$ cat src/design/gdio_pkg.sv
// shared register map and reset values for the digital io port
package gdio_pkg;
    localparam int        ADDR_W         = 8;
    localparam int        DATA_W         = 32;
    // register byte offsets
    localparam logic [7:0] OFS_DIRECTION = 8'h00;
    localparam logic [7:0] OFS_OUT_VALUE = 8'h04;
    localparam logic [7:0] OFS_PIN_INPUT = 8'h08;
    localparam logic [7:0] OFS_SYS_CTRL  = 8'h0C;
    localparam logic [7:0] OFS_DIR_SET   = 8'h10;
    localparam logic [7:0] OFS_DIR_CLR   = 8'h14;
    localparam logic [7:0] OFS_OUT_SET   = 8'h18;
    localparam logic [7:0] OFS_OUT_CLR   = 8'h1C;
    localparam logic [7:0] OFS_WAKE_KEEP = 8'h20;
    // field positions
    localparam int        KILL_BIT       = 6;
    // reset values
    localparam logic      KILL_RST       = 1'b0;
    localparam logic [31:0] DIR_RST      = 32'h0000_0000;
    localparam logic [31:0] OUT_RST      = 32'h0000_0000;
    localparam logic [31:0] WAKE_RST     = 32'h0000_0000;
    localparam logic [31:0] RDATA_RST    = 32'h0000_0000;
endpackage : gdio_pkg

$ cat src/design/gdio_sync_if.sv
// carrier between the port logic and its input synchroniser
`timescale 1ns/1ps
`default_nettype none
interface gdio_sync_if #(
    parameter int PIN_W = 8
);
    logic [PIN_W-1:0] level;
    logic [PIN_W-1:0] sample;
    modport port_side (output level, input sample);
    modport sync_side (input level, output sample);
endinterface : gdio_sync_if
`default_nettype wire

$ cat src/design/gdio_port.sv
// general digital io port: apb registers, pin drive and pull-up control
// Function
// - Each port has direction, output-value (both read/write) and read-only pin-input registers.
// - Pull-up kill bit set disables every pull-up, whatever each pin says.
// - Direction bit one makes the pin an output, zero an input.
// - Input pin with output-value one gets pull-up; clear or output turns it off.
// - Every pin is high impedance while reset is active, even without clock.
// - Output pin drives high for output-value one, low for zero.
// - Software never jumps directly between tri-state and output high; the port does not enforce this and decodes every step as written.
// - Pull-up on only for direction zero, value one, kill zero; else high impedance.
// - Pin-input register reads synchronised pin level regardless of direction.
// - Input passes latch open while clock high, then rising-edge input register.
// - Software-set pin level reaches the input register one clock period later.
// - Single-bit set and clear change only the addressed pin.
// - Deep sleep with io and converter clocks stopped disables input buffers, except wake and alternate-function pins.
// - Alternate function on some pins leaves the others usable as plain io.
// - Pull-up kill is bit 6 of system control, resets zero, read/write.
`timescale 1ns/1ps
`default_nettype none
module gdio_port #(
    parameter int PIN_W = 8
) (
    // clock and reset
    input  wire logic                        pclk,
    input  wire logic                        presetn,
    // apb slave
    input  wire logic                        psel,
    input  wire logic                        penable,
    input  wire logic                        pwrite,
    input  wire logic [gdio_pkg::ADDR_W-1:0] paddr,
    input  wire logic [gdio_pkg::DATA_W-1:0] pwdata,
    output logic      [gdio_pkg::DATA_W-1:0] prdata,
    output logic                             pready,
    output logic                             pslverr,
    // pins
    input  wire logic [PIN_W-1:0]            pin_in,
    output logic      [PIN_W-1:0]            pin_out,
    output logic      [PIN_W-1:0]            pin_oe,
    output logic      [PIN_W-1:0]            pin_pu,
    // sleep state
    input  wire logic                        io_clk_stop,
    input  wire logic                        adc_clk_stop,
    // alternate function takeover per pin
    input  wire logic [PIN_W-1:0]            alt_en,
    input  wire logic [PIN_W-1:0]            alt_oe,
    input  wire logic [PIN_W-1:0]            alt_out
);
    typedef struct packed {
        logic [PIN_W-1:0]            dir;
        logic [PIN_W-1:0]            outv;
        logic [PIN_W-1:0]            wake;
        logic                        kill;
        logic [PIN_W-1:0]            oe;
        logic [PIN_W-1:0]            drv;
        logic [PIN_W-1:0]            pu;
        logic [gdio_pkg::DATA_W-1:0] rdata;
        logic                        ready;
        logic                        err;
    } gdio_state_t;

    gdio_state_t      st_r;
    gdio_state_t      st_nxt;
    logic             deep_sleep;
    logic [PIN_W-1:0] in_enable;
    logic [PIN_W-1:0] sample;
    logic [PIN_W-1:0] wmask;
    logic             wr_go;
    logic             rd_setup;
    logic             mapped;

    gdio_sync_if #(.PIN_W(PIN_W)) sif ();

    assign deep_sleep = io_clk_stop & adc_clk_stop;
    assign in_enable  = ~{PIN_W{deep_sleep}} | st_r.wake | alt_en;
    // clamped to ground, so a floating pin burns no input current
    assign sif.level  = pin_in & in_enable;
    assign sample     = sif.sample;

    gdio_sync #(.PIN_W(PIN_W)) u_sync (
        .pclk    (pclk),
        .presetn (presetn),
        .sif     (sif.sync_side)
    );

    assign wmask    = pwdata[PIN_W-1:0];
    assign wr_go    = psel & penable & pwrite & st_r.ready;
    assign rd_setup = psel & ~penable;

    always_comb
    begin
        st_nxt = st_r;
        unique case (paddr)
            gdio_pkg::OFS_DIRECTION,
            gdio_pkg::OFS_OUT_VALUE,
            gdio_pkg::OFS_PIN_INPUT,
            gdio_pkg::OFS_SYS_CTRL,
            gdio_pkg::OFS_DIR_SET,
            gdio_pkg::OFS_DIR_CLR,
            gdio_pkg::OFS_OUT_SET,
            gdio_pkg::OFS_OUT_CLR,
            gdio_pkg::OFS_WAKE_KEEP: mapped = 1'b1;
            default:                 mapped = 1'b0;
        endcase
        // register writes at the access edge
        if (wr_go)
        begin
            unique case (paddr)
                gdio_pkg::OFS_DIRECTION: st_nxt.dir  = wmask;
                gdio_pkg::OFS_OUT_VALUE: st_nxt.outv = wmask;
                gdio_pkg::OFS_SYS_CTRL:  st_nxt.kill = pwdata[gdio_pkg::KILL_BIT];
                gdio_pkg::OFS_DIR_SET:   st_nxt.dir  = st_r.dir | wmask;
                gdio_pkg::OFS_DIR_CLR:   st_nxt.dir  = st_r.dir & ~wmask;
                gdio_pkg::OFS_OUT_SET:   st_nxt.outv = st_r.outv | wmask;
                gdio_pkg::OFS_OUT_CLR:   st_nxt.outv = st_r.outv & ~wmask;
                gdio_pkg::OFS_WAKE_KEEP: st_nxt.wake = wmask;
                default:                 st_nxt.dir  = st_r.dir;
            endcase
        end
        // zero-wait slave: answer prepared during setup
        st_nxt.ready = rd_setup;
        st_nxt.err   = rd_setup & ~mapped;
        st_nxt.rdata = gdio_pkg::RDATA_RST;
        if (rd_setup && !pwrite)
        begin
            unique case (paddr)
                gdio_pkg::OFS_DIRECTION,
                gdio_pkg::OFS_DIR_SET,
                gdio_pkg::OFS_DIR_CLR:   st_nxt.rdata[PIN_W-1:0] = st_r.dir;
                gdio_pkg::OFS_OUT_VALUE,
                gdio_pkg::OFS_OUT_SET,
                gdio_pkg::OFS_OUT_CLR:   st_nxt.rdata[PIN_W-1:0] = st_r.outv;
                // pin level read regardless of direction
                gdio_pkg::OFS_PIN_INPUT: st_nxt.rdata[PIN_W-1:0] = sample;
                gdio_pkg::OFS_SYS_CTRL:  st_nxt.rdata[gdio_pkg::KILL_BIT] = st_r.kill;
                gdio_pkg::OFS_WAKE_KEEP: st_nxt.rdata[PIN_W-1:0] = st_r.wake;
                default:                 st_nxt.rdata = gdio_pkg::RDATA_RST;
            endcase
        end
        // direction decides driver; takeover only on alt pins
        st_nxt.oe  = (st_nxt.dir & ~alt_en) | (alt_oe & alt_en);
        st_nxt.drv = (st_nxt.outv & ~alt_en) | (alt_out & alt_en);
        // pull-up only for input, value one, kill clear
        // transitional states decode as-is; the ordering is software's job
        st_nxt.pu  = ~st_nxt.dir & st_nxt.outv & ~{PIN_W{st_nxt.kill}} & ~alt_en;
    end

    // async reset clears drivers, so pins float even without clock
    always_ff @(posedge pclk or negedge presetn)
    begin
        if (!presetn)
        begin
            st_r       <= '0;
            st_r.dir   <= gdio_pkg::DIR_RST[PIN_W-1:0];
            st_r.outv  <= gdio_pkg::OUT_RST[PIN_W-1:0];
            st_r.wake  <= gdio_pkg::WAKE_RST[PIN_W-1:0];
            st_r.kill  <= gdio_pkg::KILL_RST;
            st_r.rdata <= gdio_pkg::RDATA_RST;
        end
        else
            st_r <= st_nxt;
    end

    assign prdata  = st_r.rdata;
    assign pready  = st_r.ready;
    assign pslverr = st_r.err;
    assign pin_oe  = st_r.oe;
    assign pin_out = st_r.drv;
    assign pin_pu  = st_r.pu;
endmodule : gdio_port
`default_nettype wire

$ cat src/design/gdio_sync.sv
// two-stage input synchroniser, both stages per pin
`timescale 1ns/1ps
`default_nettype none
module gdio_sync #(
    parameter int PIN_W = 8
) (
    // clock and reset
    input  wire logic    pclk,
    input  wire logic    presetn,
    // pin levels in, samples out
    gdio_sync_if.sync_side sif
);
    logic [PIN_W-1:0] hold_r;
    logic [PIN_W-1:0] sample_r;

    genvar g;
    generate
        for (g = 0; g < PIN_W; g++)
        begin : g_pin
            // closing edge of a latch open while the clock is high;
            // a falling-edge stage avoids a race with the rising-edge stage
            always_ff @(negedge pclk or negedge presetn)
            begin
                if (!presetn)
                    hold_r[g] <= 1'b0;
                else
                    hold_r[g] <= sif.level[g];
            end
            // one period from latch input to sample
            always_ff @(posedge pclk or negedge presetn)
            begin
                if (!presetn)
                    sample_r[g] <= 1'b0;
                else
                    sample_r[g] <= hold_r[g];
            end
        end
    endgenerate

    assign sif.sample = sample_r;
endmodule : gdio_sync
`default_nettype wire

$ cat config.mk
export PLATFORM = sky130hd
export DESIGN_NAME = gdio_port
export DESIGN_NICKNAME = d
export VERILOG_FILES = /design/src/design/gdio_pkg.sv /design/src/design/gdio_sync_if.sv /design/src/design/gdio_port.sv /design/src/design/gdio_sync.sv
export SDC_FILE = /design/constraint.sdc
export NUM_CORES = 1
export LEC_CHECK = 0
export ABC_AREA = 1
export BUFFER_PORTS_ARGS = -buffer_cell sky130_fd_sc_hd__buf_4
export CAP_MARGIN = 40
export CORE_MARGIN = 2
export CORE_UTILIZATION = 35
export DETAILED_ROUTE_END_ITERATION = 6
export PLACE_DENSITY = 0.74
export SLEW_MARGIN = 40
export SYNTH_ARGS = -nofsm -noshare
export SYNTH_HDL_FRONTEND = slang
export SYNTH_SLANG_ARGS = --single-unit
$ cat constraint.sdc
create_clock -name pclk -period 1.4 [get_ports pclk]
set_clock_uncertainty 0.2 [all_clocks]
set_input_delay 0 -clock pclk [delete_from_list [all_inputs] [get_ports pclk]]
set_output_delay 0 -clock pclk [all_outputs]
set_load 0.05 [all_outputs]
# After elaboration in Yosys (flattened, before gate mapping)
# Index checks and enable logic that the tools add are counted.
totals:
  regBits: 99
  input_bits: 79
  output_inout_bits: 58
classes:
  n_eq_ne: 8
  mux: 10
  reduce_logical: 7
  bitwise_logic: 29
op_table:
  columns: ["op", "count"]
  rows:
  - ["$and 8x8->8", 10]
  - ["$or 8x8->8", 6]
  - ["$pmux 8 s3", 2]
  - ["$not 8->8", 5]
  - ["$eq 8x5->1 const B", 4]
  - ["$mux 25", 1]
  - ["$pmux 6 s4", 1]
  - ["$eq 8x4->1 const B", 2]
  - ["$mux 8", 2]
  - ["$reduce_or 9->1", 1]
  - ["$eq 8x3->1 const B", 1]
  - ["$eq 8x6->1 const B", 1]
  - ["$logic_not 8->1", 1]
  - ["$and 1x1->1", 6]
  - ["$reduce_or 3->1", 2]
  - ["$pmux 1 s5", 1]
  - ["$pmux 1 s4", 1]
  - ["$mux 1", 2]
  - ["$not 1->1", 2]
  - ["$reduce_and 2->1", 1]
  - ["$logic_and 1x1->1", 1]
  - ["$logic_not 1->1", 1]

# Longest topological paths before layout
# Gate-level depths: netlist (run 1).
depth:
  ltp_word: 8
  mapped_depth: 11
  depth_no_buf: 10

# Modules after synthesis
# Synthesis (run 1) repeated with hierarchy kept, for this count alone.
hier_totals:
  hier_cells: 466
  hier_area_um2: 3807.4
by_module_without_submodules:
  columns: ["mod", "area_each_um2", "cells_each", "n_inst"]
  rows:
  - ["gdio_port", 3407.0, 450, 1]
  - ["gdio_sync", 400.4, 16, 1]

==> insert_results.sql, run 1 <==
INSERT INTO impl_metrics (metric_group, metric, value, unit) VALUES
('global_routing', 'grt_overflow', '0', ''),
('layout', 'nFillCells', '863', ''),
('worst_setup_path', 'crit_buf_inv', '0', ''),
('floorplan', 'i_o_pin_total', '137', ''),
('worst_setup_path', 'cp_cell_sequence', 'o31a_1', ''),
('layout', 'num_antenna_cells', '0', ''),
('global_routing', 'antenna_violations_before_repair', '0', ''),
('place', 'routability_congestion', '0.816', ''),
('synthesis', 'yosys.cell_types.count', '27', ''),
('worst_setup_path', 'startpoint_class', 'register', ''),
('layout', 'postLayoutCoreUtil', '58.6', '%'),
('synthesis', 'synthesis.area', '3850', 'sq um'),
('global_routing', 'vias_in_the_first_global_route', '3728', ''),
('synthesis', 'synth_sequential_area_ratio', '48.7', '%'),
('layout', 'finalNetCount', '716', ''),
('place', 'port_buffers', '88', ''),
('detailed_routing', 'drt_pre_antenna_iters', '4', ''),
('global_routing', 'groute.usage.overall', '19.7', '%'),
('worst_setup_path', 'crit_slowest_cell', 'sky130_fd_sc_hd__dfrtp_1', ''),
('cts', 'clock_tree.root_cell', 'sky130_fd_sc_hd__clkbuf_8', ''),
('cts', 'clock_sink_total', '75', ''),
('detailed_routing', 'detailroute.via_count', '3627', ''),
('detailed_routing', 'wl_per_cell', '14.7', 'microns'),
('floorplan', 'floorplan.rows', '38', ''),
('sta', 'grt_setup_unrepaired', 'true', ''),
('worst_setup_path', 'arrival', '0.98', 'ns'),
('run_status', 'run_status', 'finished, violations left', ''),
('sta', 'final_hold_viol_count', '0', ''),
('power_and_ir_drop', 'vdd_ir_drop_max', '0.000497', 'V'),
('sta', 'timing.slew.headroom', '64.5', '%'),
('worst_setup_path', 'worst_path_largest_cell_delay', '0.39', 'ns'),
('sta', 'setup_viol', '57', ''),
('floorplan', 'die_w', '109', 'microns'),
('synthesis', 'syn-mean-instance-area', '8.30', 'sq um'),
('place', 'dp.final_hpwl', '6.86', 'mm'),
('detailed_routing', 'wl', '11.5', 'mm'),
('worst_setup_path', 'critical-path-top-delay-family', 'flip-flops', ''),
('detailed_routing', 'postRouteAntennaNets', '0', ''),
('cts', 'tritoncts_clock_tree', 'done', ''),
('floorplan', 'die_height', '109', 'microns'),
('cts', 'clk_latency', '0.35', 'ns'),
('run', 'max-cap-violations', '0', ''),
('worst_setup_path', 'worst-setup-path-type', 'register to register', ''),
('synthesis', 'netlist_instances', '464', ''),
('synthesis', 'yosys_register_bits', '75', ''),
('run_status', 'violations', 'negative setup slack', ''),
('cts', 'clkSlewWorstSetupHoldPaths', '0.08', 'ns'),
('hold_path', 'min_path_type', 'input port to register', ''),
('layout', 'area.growth.synth_to_final', '64.1', '%'),
('sta', 'timing.final.max_slew_violations', '0', ''),
('synthesis', 'ys.warnings.count', '0', ''),
('detailed_routing', 'drtIter0Drc', '166', ''),
('global_routing', 'grt_max_degree', '17', ''),
('worst_setup_path', 'worst-endpoint-required', '0.68', 'ns'),
('cts', 'tritoncts.num_buffers', '9', ''),
('worst_setup_path', 'critical_path.endpoint_type', 'register', ''),
('floorplan', 'floorplan.core_area', '10800', 'sq um'),
('floorplan', 'area_enclosed_by_the_die_boundary', '11900', 'sq um'),
('global_routing', 'global_route_wire_length_before_repair', '17.9', 'mm'),
('cts', 'cts_buffer_depth', '2', ''),
('worst_setup_path', 'critical_path_maximum_fanout', '2', ''),
('sta', 'setup_slack', '-0.300', 'ns'),
('floorplan', 'initial_core_utilization', '35.7', '%'),
('power_and_ir_drop', 'leakage', '3.11', 'nW'),
('sta', 'worst-slew-pin-transition', '0.532', 'ns'),
('power_and_ir_drop', 'finalPower', '5.52', 'mW'),
('detailed_routing', 'drc_errors', '0', ''),
('power_and_ir_drop', 'cellPowerDensity', '873', 'nW/um^2'),
('cts', 'cts_h_tree_depth', '3', ''),
('detailed_routing', 'vias_per_cell', '4.64', ''),
('layout', 'final_layout_size_suffix_gt1_share', '45.5', '%');
## tightest hold or removal path, stage by stage
cell and delay, ns:
sky130_fd_sc_hd__buf_4 0.10, sky130_fd_sc_hd__nand3_1 0.12, sky130_fd_sc_hd__nor2_4 0.18, sky130_fd_sc_hd__o21ai_4 0.11, sky130_fd_sc_hd__inv_1 0.06
## routing by layer
metal / up-vias / track usage (%) / share of wire [%]
li1: 1723 / - / -
met1: 1743 / 23.9 / 40
met2: 131 / 35.0 / 51
met3: 30 / 2.93 / 5.6
met4: 0 / 7.42 / 3.0
met5: - / 0 / 0
## logic make-up after synthesis
| kind of cell | count (synthesis) | share of synthesized area (%) |
|---|---|---|
| buffers and inverters | 108 | 16.9 |
| DFF | 75 | 48.7 |
| and+or+nand+nor | 254 | 30.0 |
| other | 1 | 0.0974 |
| AOI/OAI and AO/OA | 26 | 4.35 |
## through the flow
step	setup TNS (ns)	setup WS, ns	hold slack [ns]	area, sq um	instances
3_5_place_dp	-4.53	-0.303	-0.272	4780	694
2_1_floorplan	-8.83	-0.287	-0.496	4060	487
4_1_cts	-5.45	-0.308	0.0434	5980	774
5_1_grt	-10.80	-0.337	0.0680	6320	782
3_3_place_gp	-3.35	-0.281	-0.276	4780	694
6_report	-8.14	-0.300	0.0662	6320	782
## state kept, by name (all words and copies together), names as in the netlist
register / flops
pin_pu: 8
pin_oe: 8
prdata: 8
pin_out: 8
st_r: 25
u_sync.hold_r: 8
u_sync.sif.sample: 8
pready: 1
pslverr: 1
## final cells by class
type | instances | area, sq um | area share (%)
multi-input cells | 306 | 1980 | 31.3
clock inverters | 7 | 164 | 2.59
inverters | 45 | 170 | 2.69
repair buffers | 200 | 1830 | 28.9
well taps | 140 | 175 | 2.77
clock buffers | 9 | 124 | 1.96
flip-flops and latches | 75 | 1880 | 29.7
## path summary, 6_finish.rpt
kind                       startpoint          endpoint  slack [ns]  depth (start not counted)
setup reg to reg             st_r[65]  u_sync.hold_r[6]       -0.30                          1
hold / removal               paddr[2]          st_r[58]        0.07                          5
min in group asynchronous     presetn          st_r[67]        0.10                          3
max in group asynchronous     presetn  u_sync.hold_r[1]        0.31                          2
setup / recovery             st_r[65]  u_sync.hold_r[6]       -0.30                          1
hold reg to reg              st_r[62]          st_r[62]        0.32                          2
## power by group
part	leakage, nW	switching (mW)	internal [mW]
registers	0.995	0.0232	2.23
clock network	0.143	0.852	1.54
logic	1.97	0.526	0.345
total	3.11	1.40	4.12
## Yosys cell counts, drive strengths merged
library cell	count	share of area, %
a31oi	7	1.1
buf	63	12
clkinv	1	0.097
conb	1	0.097
dfrtn	8	5.2
dfrtp	67	44
inv	44	4.3
nand2	157	16
nand3	56	7.8
nand4	1	0.16
nor2	39	5.4
nor3	1	0.13
o21a	1	0.20
o21ai	17	2.8
o31a	1	0.23
## repair_timing
| action | CTS | global route |
|---|---|---|
| resized for setup | 66 | 64 |
| cloned | 4 | 0 |
| buffers inserted | 6 | 8 |
| setup endpoints to repair | 50 | 73 |
| endpoints found under the hold margin | 134 | 0 |
| pin swaps | 62 | 45 |
| hold buffers | 54 | 0 |
## cells in the final DEF, fill, tap and decap left out
cell type	Yosys	routed
sky130_fd_sc_hd__dlygate4sd3_1	0	53
sky130_fd_sc_hd__conb_1	1	24
sky130_fd_sc_hd__nand4_1	1	1
sky130_fd_sc_hd__clkinv_2	0	2
sky130_fd_sc_hd__o21ai_1	8	2
sky130_fd_sc_hd__nand2_1	145	94
sky130_fd_sc_hd__nand2_4	3	27
sky130_fd_sc_hd__buf_6	2	4
sky130_fd_sc_hd__nor2_1	30	26
sky130_fd_sc_hd__dfrtn_1	8	8
sky130_fd_sc_hd__o31a_1	1	1
sky130_fd_sc_hd__dfrtp_2	0	1
sky130_fd_sc_hd__o21a_1	1	1
sky130_fd_sc_hd__bufinv_16	0	5
sky130_fd_sc_hd__buf_16	0	2
sky130_fd_sc_hd__o21ai_4	2	3
sky130_fd_sc_hd__o21ai_0	7	6
sky130_fd_sc_hd__nand2_8	0	2
sky130_fd_sc_hd__inv_1	39	35
sky130_fd_sc_hd__buf_4	57	128
sky130_fd_sc_hd__buf_8	1	3
sky130_fd_sc_hd__nand3_4	0	12
sky130_fd_sc_hd__nand2_2	9	35
sky130_fd_sc_hd__nor3_1	1	1
sky130_fd_sc_hd__nor2_2	3	6
sky130_fd_sc_hd__clkinv_4	0	1
sky130_fd_sc_hd__nor2_4	5	6
sky130_fd_sc_hd__a31oi_1	7	7
sky130_fd_sc_hd__nand3_1	52	24
sky130_fd_sc_hd__dlymetal6s4s_1	0	1
sky130_fd_sc_hd__nand3_2	4	20
sky130_fd_sc_hd__clkbuf_8	0	9
sky130_fd_sc_hd__inv_2	5	9
sky130_fd_sc_hd__dfrtp_1	67	66
sky130_fd_sc_hd__buf_12	0	9
sky130_fd_sc_hd__o21ai_2	0	7
sky130_fd_sc_hd__nor2_8	1	1
No activity file was read; power rests on OpenSTA's default activity.
==> inputs of run 2 (changes only) <==
--- a/config.mk
+++ b/config.mk
@@ -5,12 +5,12 @@
 export SDC_FILE = /design/constraint.sdc
 export NUM_CORES = 1
 export LEC_CHECK = 0
-export ABC_AREA = 1
 export BUFFER_PORTS_ARGS = -buffer_cell sky130_fd_sc_hd__buf_4
-export CAP_MARGIN = 40
+export CAP_MARGIN = 20
 export CORE_MARGIN = 2
 export CORE_UTILIZATION = 35
 export DETAILED_ROUTE_END_ITERATION = 6
+export GPL_TIMING_DRIVEN = 0
 export PLACE_DENSITY = 0.74
 export SLEW_MARGIN = 40
 export SYNTH_ARGS = -nofsm -noshare
==> insert_results.sql, run 2 <==
INSERT INTO impl_metrics (metric_group, metric, value, unit) VALUES
('run_status', 'run_status', 'finished, violations left', ''),
('run_status', 'violations', 'negative hold slack, negative setup slack', ''),
('cts', 'cts_h_tree_depth', '3', ''),
('worst_setup_path', 'cp_cell_sequence', 'and4_4, buf_8, o2111a_2, buf_12, a22o_4, mux2_2', ''),
('synthesis', 'dominantRegCellSynth', 'sky130_fd_sc_hd__dfrtp_1', ''),
('detailed_routing', 'wl', '11.4', 'mm'),
('layout', 'largest-register', 'st_r', ''),
('sta', 'setup_viol', '64', ''),
('layout', 'finalNetCount', '621', ''),
('sta', 'final.min_clock_period', '1.86', 'ns'),
('layout', 'postLayoutCoreUtil', '58.4', '%'),
('synthesis', 'ys.warnings.count', '0', ''),
('synthesis', 'netlist_instances', '339', ''),
('power_and_ir_drop', 'vdd_ir_drop_max', '0.000518', 'V'),
('detailed_routing', 'vias_per_cell', '4.95', ''),
('detailed_routing', 'wl_per_cell', '16.7', 'microns'),
('cts', 'clock_tree.root_cell', 'sky130_fd_sc_hd__clkbuf_8', ''),
('power_and_ir_drop', 'cellPowerDensity', '792', 'nW/um^2'),
('layout', 'largest_register_ff_count', '25', ''),
('worst_setup_path', 'arrival', '1.90', 'ns'),
('sta', 'final.period_utilization', '133', '%'),
('layout', 'layout_common_cells', 'sky130_fd_sc_hd__buf_4, sky130_fd_sc_hd__dfrtp_1, sky130_fd_sc_hd__dlygate4sd3_1, sky130_fd_sc_hd__conb_1, sky130_fd_sc_hd__nand2_1', ''),
('global_routing', 'grt_overflow', '0', ''),
('power_and_ir_drop', 'finalPower', '4.79', 'mW'),
('sta', 'fin_worst_hold_slack', '-0.554', 'ns'),
('worst_setup_path', 'rr_startpoint', 'pready', ''),
('cts', 'clock_sink_total', '75', ''),
('run', 'max-cap-violations', '0', ''),
('layout', 'final_common_cell', 'sky130_fd_sc_hd__buf_4', ''),
('cts', 'tritoncts.num_buffers', '9', ''),
('worst_setup_path', 'critical_path_maximum_fanout', '6', ''),
('synthesis', 'yosys.cell_types.count', '49', ''),
('worst_setup_path', 'worst_path_largest_cell_delay', '0.41', 'ns'),
('sta', 'final_hold_viol_count', '72', ''),
('worst_setup_path', 'reg2regPathDepth', '6', ''),
('synthesis', 'synth-edff-count', '0', ''),
('sta', 'final_sum_of_negative_setup_slack', '-18.38', 'ns'),
('detailed_routing', 'drc_errors', '0', ''),
('worst_setup_path', 'worst-setup-path-type', 'register to register', ''),
('global_routing', 'antenna_violations_before_repair', '0', ''),
('global_routing', 'vias_in_the_first_global_route', '3384', ''),
('sta', 'timing.slew.headroom', '54.4', '%'),
('global_routing', 'global_route_wire_length_before_repair', '17.1', 'mm'),
('floorplan', 'die_height', '108', 'microns'),
('worst_setup_path', 'worst-endpoint-required', '1.44', 'ns'),
('synthesis', 'synthesis.area', '3770', 'sq um'),
('synthesis', 'synth_top_area_share', '44.5', '%'),
('worst_setup_path', 'r2r_end', 'pin_out[6]', ''),
('hold_path', 'min_path_type', 'input port to async pin', ''),
('place', 'port_buffers', '87', ''),
('worst_setup_path', 'crit_slowest_cell', 'sky130_fd_sc_hd__dfrtp_2', ''),
('synthesis', 'synth_sequential_area_ratio', '49.8', '%'),
('cts', 'cts_buffer_depth', '2', ''),
('synthesis', 'cell_types_occupying_the_most_area_after_synthesis', 'sky130_fd_sc_hd__dfrtp_1, sky130_fd_sc_hd__buf_4, sky130_fd_sc_hd__dfrtn_1', ''),
('synthesis', 'synthDominantAreaCellType', 'sky130_fd_sc_hd__dfrtp_1', ''),
('floorplan', 'area_enclosed_by_the_die_boundary', '11600', 'sq um'),
('place', 'placed_cells_incl_taps', '585', ''),
('power_and_ir_drop', 'leakage', '2.99', 'nW'),
('synthesis', 'most_used_standard_cell_by_instance_count_after_synthesis', 'sky130_fd_sc_hd__dfrtp_1', ''),
('place', 'placedInstanceArea', '4730', 'sq um'),
('synthesis', 'yosys_register_bits', '75', ''),
('floorplan', 'die_w', '108', 'microns'),
('place', 'dp.final_hpwl', '6.72', 'mm'),
('sta', 'worst-slew-pin-transition', '0.683', 'ns'),
('synthesis', 'synth_async_sr_flop_share', '100', '%'),
('detailed_routing', 'drt_pre_antenna_iters', '5', ''),
('synthesis', 'syn-mean-instance-area', '11.1', 'sq um'),
('layout', 'post-route-cell-area', '6050', 'sq um'),
('layout', 'num_antenna_cells', '0', ''),
('detailed_routing', 'detailroute.via_count', '3379', ''),
('floorplan', 'i_o_pin_total', '137', ''),
('synthesis', 'synth.top_cells.by_count', 'sky130_fd_sc_hd__dfrtp_1, sky130_fd_sc_hd__buf_4, sky130_fd_sc_hd__nand2_1', ''),
('cts', 'clkSlewWorstSetupHoldPaths', '0.08', 'ns'),
('floorplan', 'floorplan.core_area', '10400', 'sq um'),
('worst_setup_path', 'startpoint_class', 'register', ''),
('global_routing', 'groute.usage.overall', '19.4', '%'),
('worst_setup_path', 'r2r_slack', '-0.46', 'ns'),
('sta', 'timing.final.max_slew_violations', '0', ''),
('place', 'placement.setup.worst_slack', '-0.769', 'ns'),
('worst_setup_path', 'critical_path.endpoint_type', 'register', ''),
('detailed_routing', 'postRouteAntennaNets', '0', ''),
('sta', 'setup_slack', '-0.463', 'ns'),
('global_routing', 'grt_max_degree', '76', ''),
('layout', 'final_layout_size_suffix_gt1_share', '51.0', '%'),
('cts', 'tritoncts_clock_tree', 'done', ''),
('detailed_routing', 'drtIter0Drc', '202', ''),
('cts', 'clk_latency', '0.34', 'ns'),
('layout', 'fin_cells', '683', ''),
('worst_setup_path', 'crit_path_start', 'pready', ''),
('sta', 'max_freq', '537', 'MHz'),
('layout', 'area.growth.synth_to_final', '60.7', '%'),
('floorplan', 'initial_core_utilization', '36.3', '%'),
('place', 'routability_congestion', '0.849', ''),
('floorplan', 'floorplan.rows', '37', ''),
('cts', 'holdBufCountCts', '44', ''),
('sta', 'grt_setup_unrepaired', 'true', '');
[run 2: final cells by class]
class / count / area (sq um)
clock buffer: 12 / 155
multi-input combinational: 214 / 1840
sequential: 75 / 1880
inverter: 8 / 30.0
buffer: 65 / 502
clock inverter: 4 / 25.0
tap: 136 / 170
fill: 878 / 4320
timing repair buffer: 169 / 1460
[run 2: worst max path at each step]
stage | to | slack, ns | cells past startpoint
final | pin_out[6] | -0.46 | 6
after global routing | pin_pu[0] | -0.51 | 6
after CTS | pin_out[6] | -0.44 | 6
after detailed placement | st_r[59] | -0.77 | 5
after global placement | st_r[66] | -0.75 | 5
after floorplan | pin_pu[0] | -0.47 | 4
[run 2: routing by layer]
layer  routed length (microns)  GRT usage [%]
met3                       829           3.63
met5                         0              0
met4                       200           8.52
met1                      4600           24.8
met2                      5800           32.0
[run 2: timing repair]
item                                    CTS  global route
gates resized for setup                  67            21
endpoints found under the hold margin   126            70
setup buffers                            26            13
pin swaps                                33            14
gates cloned                              2             0
endpoints found under the setup margin   65            65
[run 2: cell families after synthesis]
| kind of cell | synth area share [%] |
|---|---|
| compound gates | 20.8 |
| buf+inv | 13.2 |
| flops | 49.8 |
| mux | 4.65 |
| other cells | 0.0995 |
| simple gates | 11.5 |
[run 2: power by group]
part / leakage [nW] / switching (mW) / internal, mW
combinational: 1.91 / 0.582 / 0.428
clock: 0.0884 / 0.791 / 0.735
sequential: 0.987 / 0.0237 / 2.23
total: 2.99 / 1.40 / 3.40
[run 2: critical path, delay by kind of cell (launching register included)]
kind / cells / cell delay [ns]
buf+inv: 2 / 0.29
simple gates: 1 / 0.18
mux: 1 / 0.26
compound gates: 2 / 0.41
flops: 1 / 0.41
==> inputs of run 3 (changes only) <==
--- a/config.mk
+++ b/config.mk
@@ -7,11 +7,10 @@
 export LEC_CHECK = 0
 export BUFFER_PORTS_ARGS = -buffer_cell sky130_fd_sc_hd__buf_4
 export CAP_MARGIN = 20
-export CORE_MARGIN = 2
+export CORE_MARGIN = 3
 export CORE_UTILIZATION = 35
 export DETAILED_ROUTE_END_ITERATION = 6
 export GPL_TIMING_DRIVEN = 0
-export PLACE_DENSITY = 0.74
 export SLEW_MARGIN = 40
 export SYNTH_ARGS = -nofsm -noshare
 export SYNTH_HDL_FRONTEND = slang
==> insert_results.sql, run 3 (same netlist as run 2, synthesis figures left out) <==
INSERT INTO impl_metrics (metric_group, metric, value, unit) VALUES
('layout', 'final_layout_size_suffix_gt1_share', '49.5', '%'),
('detailed_routing', 'wl_per_cell', '16.2', 'microns'),
('floorplan', 'die_w', '110', 'microns'),
('layout', 'postLayoutCoreUtil', '57.5', '%'),
('cts', 'clk_latency', '0.35', 'ns'),
('hold_path', 'min_path_type', 'input port to async pin', ''),
('sta', 'max_freq', '547', 'MHz'),
('detailed_routing', 'met1Wirelength', '4.50', 'mm'),
('sta', 'final.period_utilization', '131', '%'),
('run_status', 'violations', 'negative hold slack, negative setup slack', ''),
('cts', 'clkSlewWorstSetupHoldPaths', '0.08', 'ns'),
('detailed_routing', 'dr.max_layer_used', 'met4', ''),
('floorplan', 'die_height', '110', 'microns'),
('sta', 'timing.final.max_slew_violations', '0', ''),
('layout', 'num_antenna_cells', '0', ''),
('layout', 'largest-register', 'st_r', ''),
('sta', 'worst-slew-pin-transition', '0.679', 'ns'),
('floorplan', 'floorplan.rows', '37', ''),
('worst_setup_path', 'critical_path_maximum_fanout', '5', ''),
('layout', 'nFillCells', '904', ''),
('power_and_ir_drop', 'vdd_ir_drop_max', '0.000636', 'V'),
('cts', 'clock_sink_total', '75', ''),
('worst_setup_path', 'crit_buf_inv', '0', ''),
('global_routing', 'grt_max_degree', '76', ''),
('detailed_routing', 'wl', '10.8', 'mm'),
('worst_setup_path', 'cp_cell_sequence', 'and4_4, nand4_1, mux2_4, a2111oi_4', ''),
('cts', 'tritoncts.num_buffers', '9', ''),
('worst_setup_path', 'critical-path-top-delay-family', 'multiplexers', ''),
('sta', 'final_hold_viol_count', '74', ''),
('global_routing', 'groute.usage.overall', '18.5', '%'),
('detailed_routing', 'detailroute.via_count', '3312', ''),
('place', 'port_buffers', '87', ''),
('worst_setup_path', 'worst-setup-path-type', 'register to register', ''),
('layout', 'post-route-cell-area', '5990', 'sq um'),
('place', 'placedInstanceArea', '4730', 'sq um'),
('layout', 'area.growth.synth_to_final', '59.1', '%'),
('cts', 'cts_buffer_depth', '2', ''),
('place', 'placed_cells_incl_taps', '585', ''),
('place', 'placement.setup.worst_slack', '-0.778', 'ns'),
('detailed_routing', 'drt_pre_antenna_iters', '4', ''),
('power_and_ir_drop', 'leakage', '2.96', 'nW'),
('sta', 'setup_viol', '57', ''),
('worst_setup_path', 'worst_path_largest_cell_delay', '0.45', 'ns'),
('detailed_routing', 'wl_met2', '5.15', 'mm'),
('global_routing', 'antenna_violations_before_repair', '0', ''),
('place', 'dp.final_hpwl', '6.78', 'mm'),
('cts', 'clock_tree.root_cell', 'sky130_fd_sc_hd__clkbuf_8', ''),
('sta', 'grt_setup_unrepaired', 'true', ''),
('worst_setup_path', 'arrival', '1.88', 'ns'),
('detailed_routing', 'drtIter0Drc', '151', ''),
('sta', 'setup_slack', '-0.428', 'ns'),
('detailed_routing', 'drc_errors', '0', ''),
('worst_setup_path', 'worst-endpoint-required', '1.45', 'ns'),
('global_routing', 'vias_in_the_first_global_route', '3237', ''),
('floorplan', 'i_o_pin_total', '137', ''),
('power_and_ir_drop', 'cellPowerDensity', '882', 'nW/um^2'),
('global_routing', 'grt_overflow', '0', ''),
('layout', 'layout_common_cells', 'sky130_fd_sc_hd__buf_4, sky130_fd_sc_hd__dfrtp_1, sky130_fd_sc_hd__dlygate4sd3_1, sky130_fd_sc_hd__conb_1, sky130_fd_sc_hd__nand2_1', ''),
('place', 'routability_congestion', '0.832', ''),
('detailed_routing', 'wl_met3', '850', 'microns'),
('global_routing', 'global_route_wire_length_before_repair', '16.8', 'mm'),
('layout', 'finalNetCount', '609', ''),
('layout', 'fin_cells', '671', ''),
('sta', 'timing.slew.headroom', '54.7', '%'),
('run', 'max-cap-violations', '0', ''),
('layout', 'largest_register_ff_count', '25', ''),
('sta', 'fin_worst_hold_slack', '-0.541', 'ns'),
('detailed_routing', 'vias_per_cell', '4.94', ''),
('worst_setup_path', 'critical_path.endpoint_type', 'register', ''),
('cts', 'tritoncts_clock_tree', 'done', ''),
('worst_setup_path', 'startpoint_class', 'register', ''),
('floorplan', 'area_enclosed_by_the_die_boundary', '12000', 'sq um'),
('floorplan', 'floorplan.core_area', '10400', 'sq um'),
('run_status', 'run_status', 'finished, violations left', ''),
('detailed_routing', 'postRouteAntennaNets', '0', ''),
('sta', 'final.min_clock_period', '1.83', 'ns'),
('layout', 'final_common_cell', 'sky130_fd_sc_hd__buf_4', ''),
('worst_setup_path', 'crit_slowest_cell', 'sky130_fd_sc_hd__mux2_4', ''),
('floorplan', 'initial_core_utilization', '36.2', '%'),
('cts', 'cts_h_tree_depth', '3', '');
## run 3: cell types whose count changed in the layout (fill, tap and decap cells not counted), sizes merged
| cell | before | now |
|---|---|---|
| clkbuf | 15 | 14 |
| bufinv | 0 | 3 |
| buf | 187 | 174 |
| clkinv | 2 | 1 |
| clkinvlp | 2 | 1 |
| inv | 8 | 9 |
## run 3: worst reg2reg max path, stage by stage (launching register included)
cell and delay [ns]:
sky130_fd_sc_hd__dfrtp_2 0.36, sky130_fd_sc_hd__and4_4 0.23, sky130_fd_sc_hd__nand4_1 0.15, sky130_fd_sc_hd__mux2_4 0.45, sky130_fd_sc_hd__a2111oi_4 0.34
## run 3: timing repair
item | 4_1_cts | 5_1_grt
hold buffers | 42 | 2
gates resized for setup | 37 | 50
hold endpoints to repair | 119 | 81
pin swaps | 14 | 19
gates cloned | 1 | 0
endpoints found under the setup margin | 65 | 66
setup buffers | 22 | 8
## run 3: through the flow
stage                     TNS, ns  power (mW)
after floorplan            -21.11        2.81
after global placement     -35.69        3.11
after detailed placement   -34.86        3.11
after CTS                  -18.23        5.30
after global routing       -19.34        5.49
final                      -16.43        5.28
## run 3: routing by layer
metal,vias to the layer above,global-route usage (%)
met3,28,5.34
li1,1548,-
met1,1603,24.1
met2,133,29.1
met4,0,7.30
met5,-,0
## run 3: final cells by class
type / instances / area (sq um) / share of cell area, %
multi-input combinational: 214 / 1800 / 30.1
inverter: 8 / 30.0 / 0.501
tap: 136 / 170 / 2.84
timing repair buffer: 157 / 1360 / 22.7
buffer: 65 / 505 / 8.43
clock inverter: 6 / 111 / 1.86
clock buffer: 10 / 138 / 2.30
sequential: 75 / 1880 / 31.3
## run 3: worst paths after layout
path,startpoint,end,slack (ns),cells after the start
min in group pclk,paddr[1],st_r[73],-0.06,4
worst min-delay path,presetn,pin_oe[4],-0.54,1
max in group asynchronous,presetn,u_sync.hold_r[0],0.43,1
worst max register to register,pready,pin_pu[2],-0.43,4
worst min register to register,st_r[80],st_r[80],0.35,2
worst max-delay path,pready,pin_pu[2],-0.43,4
## run 3: power breakdown
group | switching (mW) | internal [mW]
clock network | 0.829 | 1.24
logic | 0.561 | 0.404
registers | 0.0212 | 2.23
